$ cat src/shared/acr_consts.svh
// Register offsets, field positions, reset values and datapath constants
// Functional notes
// - Positive reference select in bits 3:2 routes 01 to the high supply, 10 to pin 0, 11 to input 0.
// - Negative reference select in bits 1:0 routes 01 to the low supply, 10 to pin 0, 11 to input 1.
// - The reference select register at 06h resets to 05h and its upper four bits reset to zero.
// - A signed 24-bit offset word lives in byte registers 07h to 09h, all reset to zero.
// - Each conversion first has the offset word subtracted from the raw result.
// - An unsigned 24-bit scale word lives in byte registers 0Ah to 0Ch and resets to 400000h.
// - The difference is multiplied by the scale word over 400000h, unity gain at reset.
// - Locations 0Eh and 0Fh are read only, read zero and ignore writes.
// - Location 0Dh is read only; it resets to FFh and is taken here to read FFh.
// - The amplifier register at 10h resets to 00h with bypass at bit 7 and gain in bits 2:0.
// - Gain code 000 gives 1, 110 gives 64, 111 gives 128; 001 to 101 are reserved.
// - Bypass clear uses the amplifier path, bypass set skips it.
`ifndef ACR_CONSTS_SVH
`define ACR_CONSTS_SVH

`define ACR_OFS_REF        5'h06
`define ACR_OFS_OFC_LO     5'h07
`define ACR_OFS_OFC_MID    5'h08
`define ACR_OFS_OFC_HI     5'h09
`define ACR_OFS_FSC_LO     5'h0A
`define ACR_OFS_FSC_MID    5'h0B
`define ACR_OFS_FSC_HI     5'h0C
`define ACR_OFS_RSV_ONES   5'h0D
`define ACR_OFS_RSV_ZA     5'h0E
`define ACR_OFS_RSV_ZB     5'h0F
`define ACR_OFS_AMP        5'h10

`define ACR_RST_REF        8'h05
`define ACR_RST_OFC        24'h000000
`define ACR_RST_FSC        24'h400000
`define ACR_RST_RSV_ONES   8'hFF
`define ACR_RST_AMP        8'h00

`define ACR_REF_POS_MSB    3
`define ACR_REF_POS_LSB    2
`define ACR_REF_NEG_MSB    1
`define ACR_REF_NEG_LSB    0
`define ACR_REF_USED_MASK  8'h0F
`define ACR_AMP_BYPASS_BIT 7
`define ACR_AMP_GAIN_MSB   2
`define ACR_AMP_GAIN_LSB   0
`define ACR_AMP_USED_MASK  8'h87

`define ACR_SCALE_SHIFT    22
`define ACR_SAT_MAX        24'h7FFFFF
`define ACR_SAT_MIN        24'h800000

`endif

$ cat src/shared/acr_pkg.sv
// Types shared by the calibration register block
package acr_pkg;

	typedef enum logic [1:0]
	{
		ACR_REFP_RSVD  = 2'b00,
		ACR_REFP_AVH   = 2'b01,
		ACR_REFP_PIN0  = 2'b10,
		ACR_REFP_ANALOG_INPUT0  = 2'b11
	} acr_ref_pos_t;

	typedef enum logic [1:0]
	{
		ACR_REFN_RSVD  = 2'b00,
		ACR_REFN_AVL   = 2'b01,
		ACR_REFN_PIN0  = 2'b10,
		ACR_REFN_ANALOG_INPUT1  = 2'b11
	} acr_ref_neg_t;

	typedef enum logic [1:0]
	{
		ACR_CAL_IDLE   = 2'b00,
		ACR_CAL_SCALE  = 2'b01,
		ACR_CAL_DONE   = 2'b10
	} acr_cal_state_t;

endpackage

$ cat src/core/acr_ref_route.sv
// Reference and amplifier decode into one-hot routing selects
`include "acr_consts.svh"
module acr_ref_route
	import acr_pkg::*;
(
	input  wire logic [7:0] ref_reg,
	input  wire logic [7:0] amp_reg,
	output logic      [3:0] ref_pos_onehot,
	output logic      [3:0] ref_neg_onehot,
	output logic      [7:0] gain_value,
	output logic            gain_reserved,
	output logic            amp_bypass
);

	acr_ref_pos_t ref_pos_select;
	acr_ref_neg_t ref_neg_select;

	assign ref_pos_select = acr_ref_pos_t'(ref_reg[`ACR_REF_POS_MSB:`ACR_REF_POS_LSB]);
	assign ref_neg_select = acr_ref_neg_t'(ref_reg[`ACR_REF_NEG_MSB:`ACR_REF_NEG_LSB]);

	always_comb
	begin
		ref_pos_onehot = 4'h0;
		case (ref_pos_select)
			ACR_REFP_AVH:  ref_pos_onehot = 4'h1;
			ACR_REFP_PIN0: ref_pos_onehot = 4'h2;
			ACR_REFP_ANALOG_INPUT0: ref_pos_onehot = 4'h4;
			default:       ref_pos_onehot = 4'h8;
		endcase
	end

	always_comb
	begin
		ref_neg_onehot = 4'h0;
		case (ref_neg_select)
			ACR_REFN_AVL:  ref_neg_onehot = 4'h1;
			ACR_REFN_PIN0: ref_neg_onehot = 4'h2;
			ACR_REFN_ANALOG_INPUT1: ref_neg_onehot = 4'h4;
			default:       ref_neg_onehot = 4'h8;
		endcase
	end

	always_comb
	begin
		gain_reserved = 1'b0;
		case (amp_reg[`ACR_AMP_GAIN_MSB:`ACR_AMP_GAIN_LSB])
			3'h0:    gain_value = 8'h01;
			3'h6:    gain_value = 8'h40;
			3'h7:    gain_value = 8'h80;
			default:
			begin
				// Reserved codes fall back to unity so the path stays sane
				gain_value    = 8'h01;
				gain_reserved = 1'b1;
			end
		endcase
	end

	assign amp_bypass = amp_reg[`ACR_AMP_BYPASS_BIT];

endmodule

$ cat src/core/acr_cal_path.sv
// Two-stage offset and full-scale correction of a conversion result
`include "acr_consts.svh"
module acr_cal_path
	import acr_pkg::*;
(
	input  wire logic               clk,
	input  wire logic               rst,
	input  wire logic               in_valid,
	input  wire logic signed [23:0] in_data,
	input  wire logic signed [23:0] offset_word,
	input  wire logic        [23:0] scale_word,
	output logic                    busy,
	output logic                    out_valid,
	output logic signed      [23:0] out_data
);

	acr_cal_state_t    state_q;
	logic signed [24:0] diff_q;
	logic        [23:0] scale_q;
	logic signed [49:0] prod;
	logic signed [49:0] scaled;

	function automatic logic [23:0] sat24(input logic signed [49:0] v);
		if (v > 50'sh7FFFFF)
			sat24 = `ACR_SAT_MAX;
		else if (v < -50'sh800000)
			sat24 = `ACR_SAT_MIN;
		else
			sat24 = v[23:0];
	endfunction

	assign prod   = diff_q * $signed({1'b0, scale_q});
	assign scaled = prod >>> `ACR_SCALE_SHIFT;
	assign busy   = (state_q == ACR_CAL_SCALE);

	always_ff @(posedge clk or posedge rst)
	begin
		if (rst)
			state_q <= ACR_CAL_IDLE;
		else
		begin
			case (state_q)
				ACR_CAL_IDLE:  state_q <= in_valid ? ACR_CAL_SCALE : ACR_CAL_IDLE;
				ACR_CAL_SCALE: state_q <= ACR_CAL_DONE;
				ACR_CAL_DONE:  state_q <= in_valid ? ACR_CAL_SCALE : ACR_CAL_IDLE;
				default:       state_q <= ACR_CAL_IDLE;
			endcase
		end
	end

	always_ff @(posedge clk or posedge rst)
	begin
		if (rst)
		begin
			diff_q  <= 25'h0;
			scale_q <= 24'h000000;
		end
		else if (in_valid && !busy)
		begin
			// Scale word is captured with the sample so a mid-sample write is harmless
			diff_q  <= {in_data[23], in_data} - {offset_word[23], offset_word};
			scale_q <= scale_word;
		end
	end

	always_ff @(posedge clk or posedge rst)
	begin
		if (rst)
		begin
			out_valid <= 1'b0;
			out_data  <= 24'h000000;
		end
		else
		begin
			out_valid <= busy;
			if (busy)
				out_data <= sat24(scaled);
		end
	end

endmodule

$ cat src/core/acr_regs.sv
// Calibration and configuration register bank with correction datapath
//
// Our own choice: strobed register access.
`include "acr_consts.svh"
module acr_regs
	import acr_pkg::*;
(
	input  wire logic        CLOCK,
	input  wire logic        SYS_RST,
	input  wire logic [4:0]  REG_ADDR,
	input  wire logic [7:0]  REG_WDATA,
	input  wire logic        REG_WR,
	input  wire logic        REG_RD,
	output logic      [7:0]  REG_RDATA,
	input  wire logic        RAW_VALID,
	input  wire logic [23:0] RAW_DATA,
	output logic             RAW_READY,
	output logic             CAL_VALID,
	output logic      [23:0] CAL_DATA,
	output logic      [3:0]  REF_POS_ROUTE,
	output logic      [3:0]  REF_NEG_ROUTE,
	output logic      [7:0]  AMP_GAIN,
	output logic             AMP_GAIN_RSVD,
	output logic             AMP_BYPASS
);

	logic [7:0]  ref_q;
	logic [7:0]  amp_q;
	logic [23:0] ofc_q;
	logic [23:0] fsc_q;
	logic [7:0]  rdata_d;
	logic        busy;
	logic        cal_valid;
	logic [23:0] cal_data;
	logic [3:0]  pos_route;
	logic [3:0]  neg_route;
	logic [7:0]  gain_val;
	logic        gain_rsvd;
	logic        bypass;

	function automatic logic [23:0] put_byte(input logic [23:0] w, input logic [1:0] idx,
		input logic [7:0] b);
		logic [23:0] r;
		r = w;
		case (idx)
			2'h0:    r[7:0]   = b;
			2'h1:    r[15:8]  = b;
			default: r[23:16] = b;
		endcase
		put_byte = r;
	endfunction

	always_ff @(posedge CLOCK or posedge SYS_RST)
	begin
		if (SYS_RST)
			ref_q <= `ACR_RST_REF;
		else if (REG_WR && REG_ADDR == `ACR_OFS_REF)
			// Reserved upper bits are kept at zero whatever is written
			ref_q <= REG_WDATA & `ACR_REF_USED_MASK;
	end

	always_ff @(posedge CLOCK or posedge SYS_RST)
	begin
		if (SYS_RST)
			amp_q <= `ACR_RST_AMP;
		else if (REG_WR && REG_ADDR == `ACR_OFS_AMP)
			amp_q <= REG_WDATA & `ACR_AMP_USED_MASK;
	end

	always_ff @(posedge CLOCK or posedge SYS_RST)
	begin
		if (SYS_RST)
			ofc_q <= `ACR_RST_OFC;
		else if (REG_WR)
		begin
			if (REG_ADDR == `ACR_OFS_OFC_LO)
				ofc_q <= put_byte(ofc_q, 2'h0, REG_WDATA);
			else if (REG_ADDR == `ACR_OFS_OFC_MID)
				ofc_q <= put_byte(ofc_q, 2'h1, REG_WDATA);
			else if (REG_ADDR == `ACR_OFS_OFC_HI)
				ofc_q <= put_byte(ofc_q, 2'h2, REG_WDATA);
		end
	end

	always_ff @(posedge CLOCK or posedge SYS_RST)
	begin
		if (SYS_RST)
			fsc_q <= `ACR_RST_FSC;
		else if (REG_WR)
		begin
			if (REG_ADDR == `ACR_OFS_FSC_LO)
				fsc_q <= put_byte(fsc_q, 2'h0, REG_WDATA);
			else if (REG_ADDR == `ACR_OFS_FSC_MID)
				fsc_q <= put_byte(fsc_q, 2'h1, REG_WDATA);
			else if (REG_ADDR == `ACR_OFS_FSC_HI)
				fsc_q <= put_byte(fsc_q, 2'h2, REG_WDATA);
		end
	end

	// Read mux; reserved and unmapped addresses drop writes by having no storage
	always_comb
	begin
		if (REG_ADDR == `ACR_OFS_REF)
			rdata_d = ref_q;
		else if (REG_ADDR == `ACR_OFS_OFC_LO)
			rdata_d = ofc_q[7:0];
		else if (REG_ADDR == `ACR_OFS_OFC_MID)
			rdata_d = ofc_q[15:8];
		else if (REG_ADDR == `ACR_OFS_OFC_HI)
			rdata_d = ofc_q[23:16];
		else if (REG_ADDR == `ACR_OFS_FSC_LO)
			rdata_d = fsc_q[7:0];
		else if (REG_ADDR == `ACR_OFS_FSC_MID)
			rdata_d = fsc_q[15:8];
		else if (REG_ADDR == `ACR_OFS_FSC_HI)
			rdata_d = fsc_q[23:16];
		else if (REG_ADDR == `ACR_OFS_RSV_ONES)
			rdata_d = `ACR_RST_RSV_ONES;
		else if (REG_ADDR == `ACR_OFS_RSV_ZA || REG_ADDR == `ACR_OFS_RSV_ZB)
			rdata_d = 8'h00;
		else if (REG_ADDR == `ACR_OFS_AMP)
			rdata_d = amp_q;
		else
			rdata_d = 8'h00;
	end

	always_ff @(posedge CLOCK or posedge SYS_RST)
	begin
		if (SYS_RST)
			REG_RDATA <= 8'h00;
		else if (REG_RD)
			REG_RDATA <= rdata_d;
		else
			REG_RDATA <= 8'h00;
	end

	acr_ref_route u_route
	(
		.ref_reg        (ref_q),
		.amp_reg        (amp_q),
		.ref_pos_onehot (pos_route),
		.ref_neg_onehot (neg_route),
		.gain_value     (gain_val),
		.gain_reserved  (gain_rsvd),
		.amp_bypass     (bypass)
	);

	acr_cal_path u_cal
	(
		.clk         (CLOCK),
		.rst         (SYS_RST),
		.in_valid    (RAW_VALID),
		.in_data     (RAW_DATA),
		.offset_word (ofc_q),
		.scale_word  (fsc_q),
		.busy        (busy),
		.out_valid   (cal_valid),
		.out_data    (cal_data)
	);

	assign RAW_READY = !busy;
	assign CAL_VALID = cal_valid;
	assign CAL_DATA  = cal_data;

	// Routing outputs registered so the analog switches see clean levels
	always_ff @(posedge CLOCK or posedge SYS_RST)
	begin
		if (SYS_RST)
		begin
			REF_POS_ROUTE <= 4'h1;
			REF_NEG_ROUTE <= 4'h1;
			AMP_GAIN      <= 8'h01;
			AMP_GAIN_RSVD <= 1'b0;
			AMP_BYPASS    <= 1'b0;
		end
		else
		begin
			REF_POS_ROUTE <= pos_route;
			REF_NEG_ROUTE <= neg_route;
			AMP_GAIN      <= gain_val;
			AMP_GAIN_RSVD <= gain_rsvd;
			AMP_BYPASS    <= bypass;
		end
	end

endmodule

$ cat config.mk
export PLATFORM = sky130hd
export DESIGN_NAME = acr_regs
export DESIGN_NICKNAME = d
export VERILOG_FILES = /design/src/shared/acr_pkg.sv /design/src/core/acr_ref_route.sv /design/src/core/acr_cal_path.sv /design/src/core/acr_regs.sv
export VERILOG_INCLUDE_DIRS = /design/src /design/src/shared
export SDC_FILE = /design/constraint.sdc
export NUM_CORES = 2
export LEC_CHECK = 0
export BUFFER_PORTS_ARGS = -buffer_cell sky130_fd_sc_hd__buf_2
export CAP_MARGIN = 30
export CORE_MARGIN = 4
export CORE_UTILIZATION = 40
export CTS_CLUSTER_SIZE = 20
export DETAILED_ROUTE_END_ITERATION = 8
export PLACE_DENSITY = 0.58
export SYNTH_ARGS = -nofsm -noshare
export SYNTH_HDL_FRONTEND = slang
export SYNTH_SLANG_ARGS = --single-unit
$ cat constraint.sdc
create_clock -name CLOCK -period 11.3 [get_ports CLOCK]
set_input_delay 0.565 -clock CLOCK [delete_from_list [all_inputs] [get_ports CLOCK]]
set_output_delay 0.565 -clock CLOCK [all_outputs]
set_load 0.05 [all_outputs]
==> results.toml <==
[yosys]
synth_area_per_cell_sq_um = 9.34
ys_seq_area_frac = 0.128
ys_seq_elements = 152
synth_ff_type = "dfrtp_1"
yosysWarnings = 0
synth_edf_count = 0
async_flop_share = 1.00
ys_types = 68
synthCells = 3198
syn_area_sq_um = 29900

[drt]
vias = 21200
drc_errors = 0
wl_per_cell_um = 20.0
vias_per_cell = 5.06
wl_um = 83800
postRouteAntennaNets = 0
firstDrtPassIters = 6
drtIter0Drc = 1283

[clock_network]
htreeDepth = 4
holdBufCountCts = 0
cts_tree = "built"
cts.sinks = 152
clockBufferDepth = 2
cts_resized = 0
cts_made_buffers = 17
cts-root-buf = "clkbuf_16"
insertion_delay_ns = 0.45
path_clk_slew_ns = 0.07
cts_setup_buffers = 0

[sta]
fmax_mhz = 104
setup_violations = 0
tightest_slew_ns = 1.01
rsz0062_at_grt = "false"
hold_violations = 0
report.final.slew_viol_count = 0
period_needed_ns = 9.63
skew_ns = 0.0135
fin_setup_tns_ns = 0
finalWorstSetupSlack_ns = 1.67
relSlewSlack = 0.325
fin_crit_sh = 0.853

[place]
dp_hpwl_um = 67800
pre_cts_slack_ns = 1.70
place_congestion = 0.876
io_buffers = 88

[die]
io_pins = 94
initial_core_util = 0.406
row_count = 99
die_w_um = 281
design.core.area_sq_um = 73500
die_h_um = 281
dieArea_sq_um = 79100

[cells_and_area]
drive_gt1_frac = 0.0824
antenna_cells = 0
nets = 4053
syn_to_final_growth_pct = 7.28
fillCellCount = 7207

[grt]
track_usage = 0.222
grt_max_degree = 79
grt_pass1_wl_um = 134000
grt_pass1_vias = 22900
antenna_found_initial = 6
overflow = 0

[critical_path]
arrival_ns = 9.99
cp-start-kind = "flop"
max_stage_delay_ns = 0.96
required_ns = 11.66
crit_family = "adder cells"
critPathBufInv = 7
criticalPathCategory = "reg -> reg"
crit_fanout = 25
slowest_stage = "dfrtp_1"
crit_path_end_kind = "flop"

[hold_path]
min_path_type = "in -> async"

[job]
cap_viol_max_count = 0

[outcome]
status = "finished, final reports clean"
## path summary, 6_finish.rpt
path                       cells after the start              from  slack (ns)                 end
max in group asynchronous                      4           SYS_RST        9.92    u_cal.diff_q[13]
max reg2reg                                   25  u_cal.diff_q[24]        1.67  u_cal.out_data[16]
max                                           25  u_cal.diff_q[24]        1.67  u_cal.out_data[16]
min in group CLOCK                             0          amp_q[7]        0.42          AMP_BYPASS
min                                            2           SYS_RST        0.27     u_cal.out_valid
min reg2reg                                    0          amp_q[7]        0.42          AMP_BYPASS
## worst reg2reg max path: stages, from the launching register on
cell and delay, ns:
dfrtp_1 0.96, and2_1 0.29, inv_1 0.07, fa_1 0.55, inv_1 0.06, fa_1 0.73
inv_1 0.22, fa_1 0.74, inv_1 0.30, fa_1 0.57, fa_1 0.50, fa_1 0.49
inv_1 0.05, fa_1 0.48, inv_1 0.05, ha_1 0.46, inv_1 0.10, o21bai_1 0.16
a21o_1 0.16, a31oi_1 0.09, o21ai_0 0.46, o32ai_1 0.16, a21oi_1 0.68, nand2_1 0.48
or3b_2 0.58, a31oi_1 0.17
## sequential cells by signal, summed over array words and instances, names as in the netlist
| signal | flops |
|---|---|
| u_cal.diff_q | 25 |
| fsc_q | 24 |
| ofc_q | 24 |
| u_cal.out_data | 24 |
| u_cal.scale_q | 24 |
| REG_RDATA | 8 |
| REF_NEG_ROUTE | 4 |
| REF_POS_ROUTE | 4 |
| amp_q | 4 |
| ref_q | 4 |
| AMP_GAIN | 3 |
| AMP_BYPASS | 1 |
| AMP_GAIN_RSVD | 1 |
| u_cal.out_valid | 1 |
| u_cal.state_q | 1 |
## per-layer routing
metal | routed length (um) | share of wire | GRT usage
met1 | 37100 | 0.44 | 0.315
met2 | 39400 | 0.47 | 0.363
met3 | 5090 | 0.061 | 0.0305
met4 | 2160 | 0.026 | 0.0509
met5 | 13 | 0.00016 | 0
## Yosys cell counts, types with 7 or more instances
cell type  count  area share
nor2b_1       20      0.0042
or3b_2         9      0.0026
nor3b_1        9      0.0023
mux2_2        66       0.025
nand2_1      337       0.042
fa_1         633        0.42
xor2_1        24      0.0070
nand2b_1      11      0.0023
a221oi_1       8      0.0023
o211ai_1       7      0.0018
o21bai_1       9      0.0023
and3_1        11      0.0023
a21oi_1       76       0.013
clkbuf_1     140       0.018
a21o_1        19      0.0048
xnor2_1       26      0.0076
a31oi_1       19      0.0040
nand4_1       15      0.0031
or3_1          9      0.0019
o31ai_1        9      0.0023
nand3_1       28      0.0047
and2_1       383       0.080
nor2_1        48      0.0060
o22a_1        10      0.0029
ha_1         163       0.068
dfrtp_1      146        0.12
o21ai_0       89       0.015
nor3_1        25      0.0042
inv_1        763       0.096
## stage by stage
| step | util | hold WS [ns] | cells | instance area [sq um] |
|---|---|---|---|---|
| 3_3_place_gp | 0.426 | 0.418 | 4149 | 31300 |
| 5_1_grt | 0.436 | 0.307 | 4187 | 32000 |
| 6_report | 0.436 | 0.267 | 4187 | 32000 |
| 3_5_place_dp | 0.427 | 0.422 | 4152 | 31400 |
| 2_1_floorplan | - | 0.370 | 3202 | 29900 |
| 4_1_cts | 0.435 | 0.266 | 4184 | 32000 |
## cell type report
cell class | instances | area, sq um | share of cell area
clock buffer | 18 | 429 | 0.0134
clock inverter | 14 | 163 | 0.00508
inverter | 764 | 2870 | 0.0897
multi-input combinational | 2137 | 22600 | 0.706
sequential | 152 | 3810 | 0.119
tap | 959 | 1200 | 0.0375
timing repair buffer | 143 | 926 | 0.0289
## layout by cell type (no fill, tap or decap), types with 6 or more instances in the layout
cell / synthesis / layout
fa_1: 633 / 633
nand3_1: 28 / 28
clkbuf_16: 0 / 17
a211oi_1: 6 / 6
nor3b_1: 9 / 9
nor3_1: 25 / 25
o31ai_1: 9 / 9
o22a_1: 10 / 10
a31oi_1: 19 / 19
nand4_1: 15 / 15
nand2_1: 337 / 336
nor2_1: 48 / 48
buf_4: 5 / 49
or3_1: 9 / 9
a21o_1: 19 / 19
o21ai_0: 89 / 89
dfrtp_1: 146 / 146
xor2_1: 24 / 24
and3_1: 11 / 11
ha_1: 163 / 163
xnor2_1: 26 / 25
nor2b_1: 20 / 20
dfstp_2: 6 / 6
mux2_2: 66 / 66
buf_2: 1 / 89
o21bai_1: 9 / 9
a21oi_1: 76 / 76
a22oi_1: 6 / 6
or3b_2: 9 / 9
and2_1: 383 / 383
nand2b_1: 11 / 11
o211ai_1: 7 / 7
o21a_1: 6 / 6
a221oi_1: 8 / 8
inv_1: 763 / 762
## kinds of logic after synthesis
family          Yosys count  synth area share
buf+inv                 913             0.115
mux                      70            0.0262
fa+ha+maj               796             0.493
compound gates          297            0.0633
simple gates            919             0.160
other cells               1          0.000126
xor+xnor                 50            0.0147
flops                   152             0.128
Power is left out: the tool's default activity adds up to more than one toggle a clock period on the data nets, which glitch-free logic cannot reach.
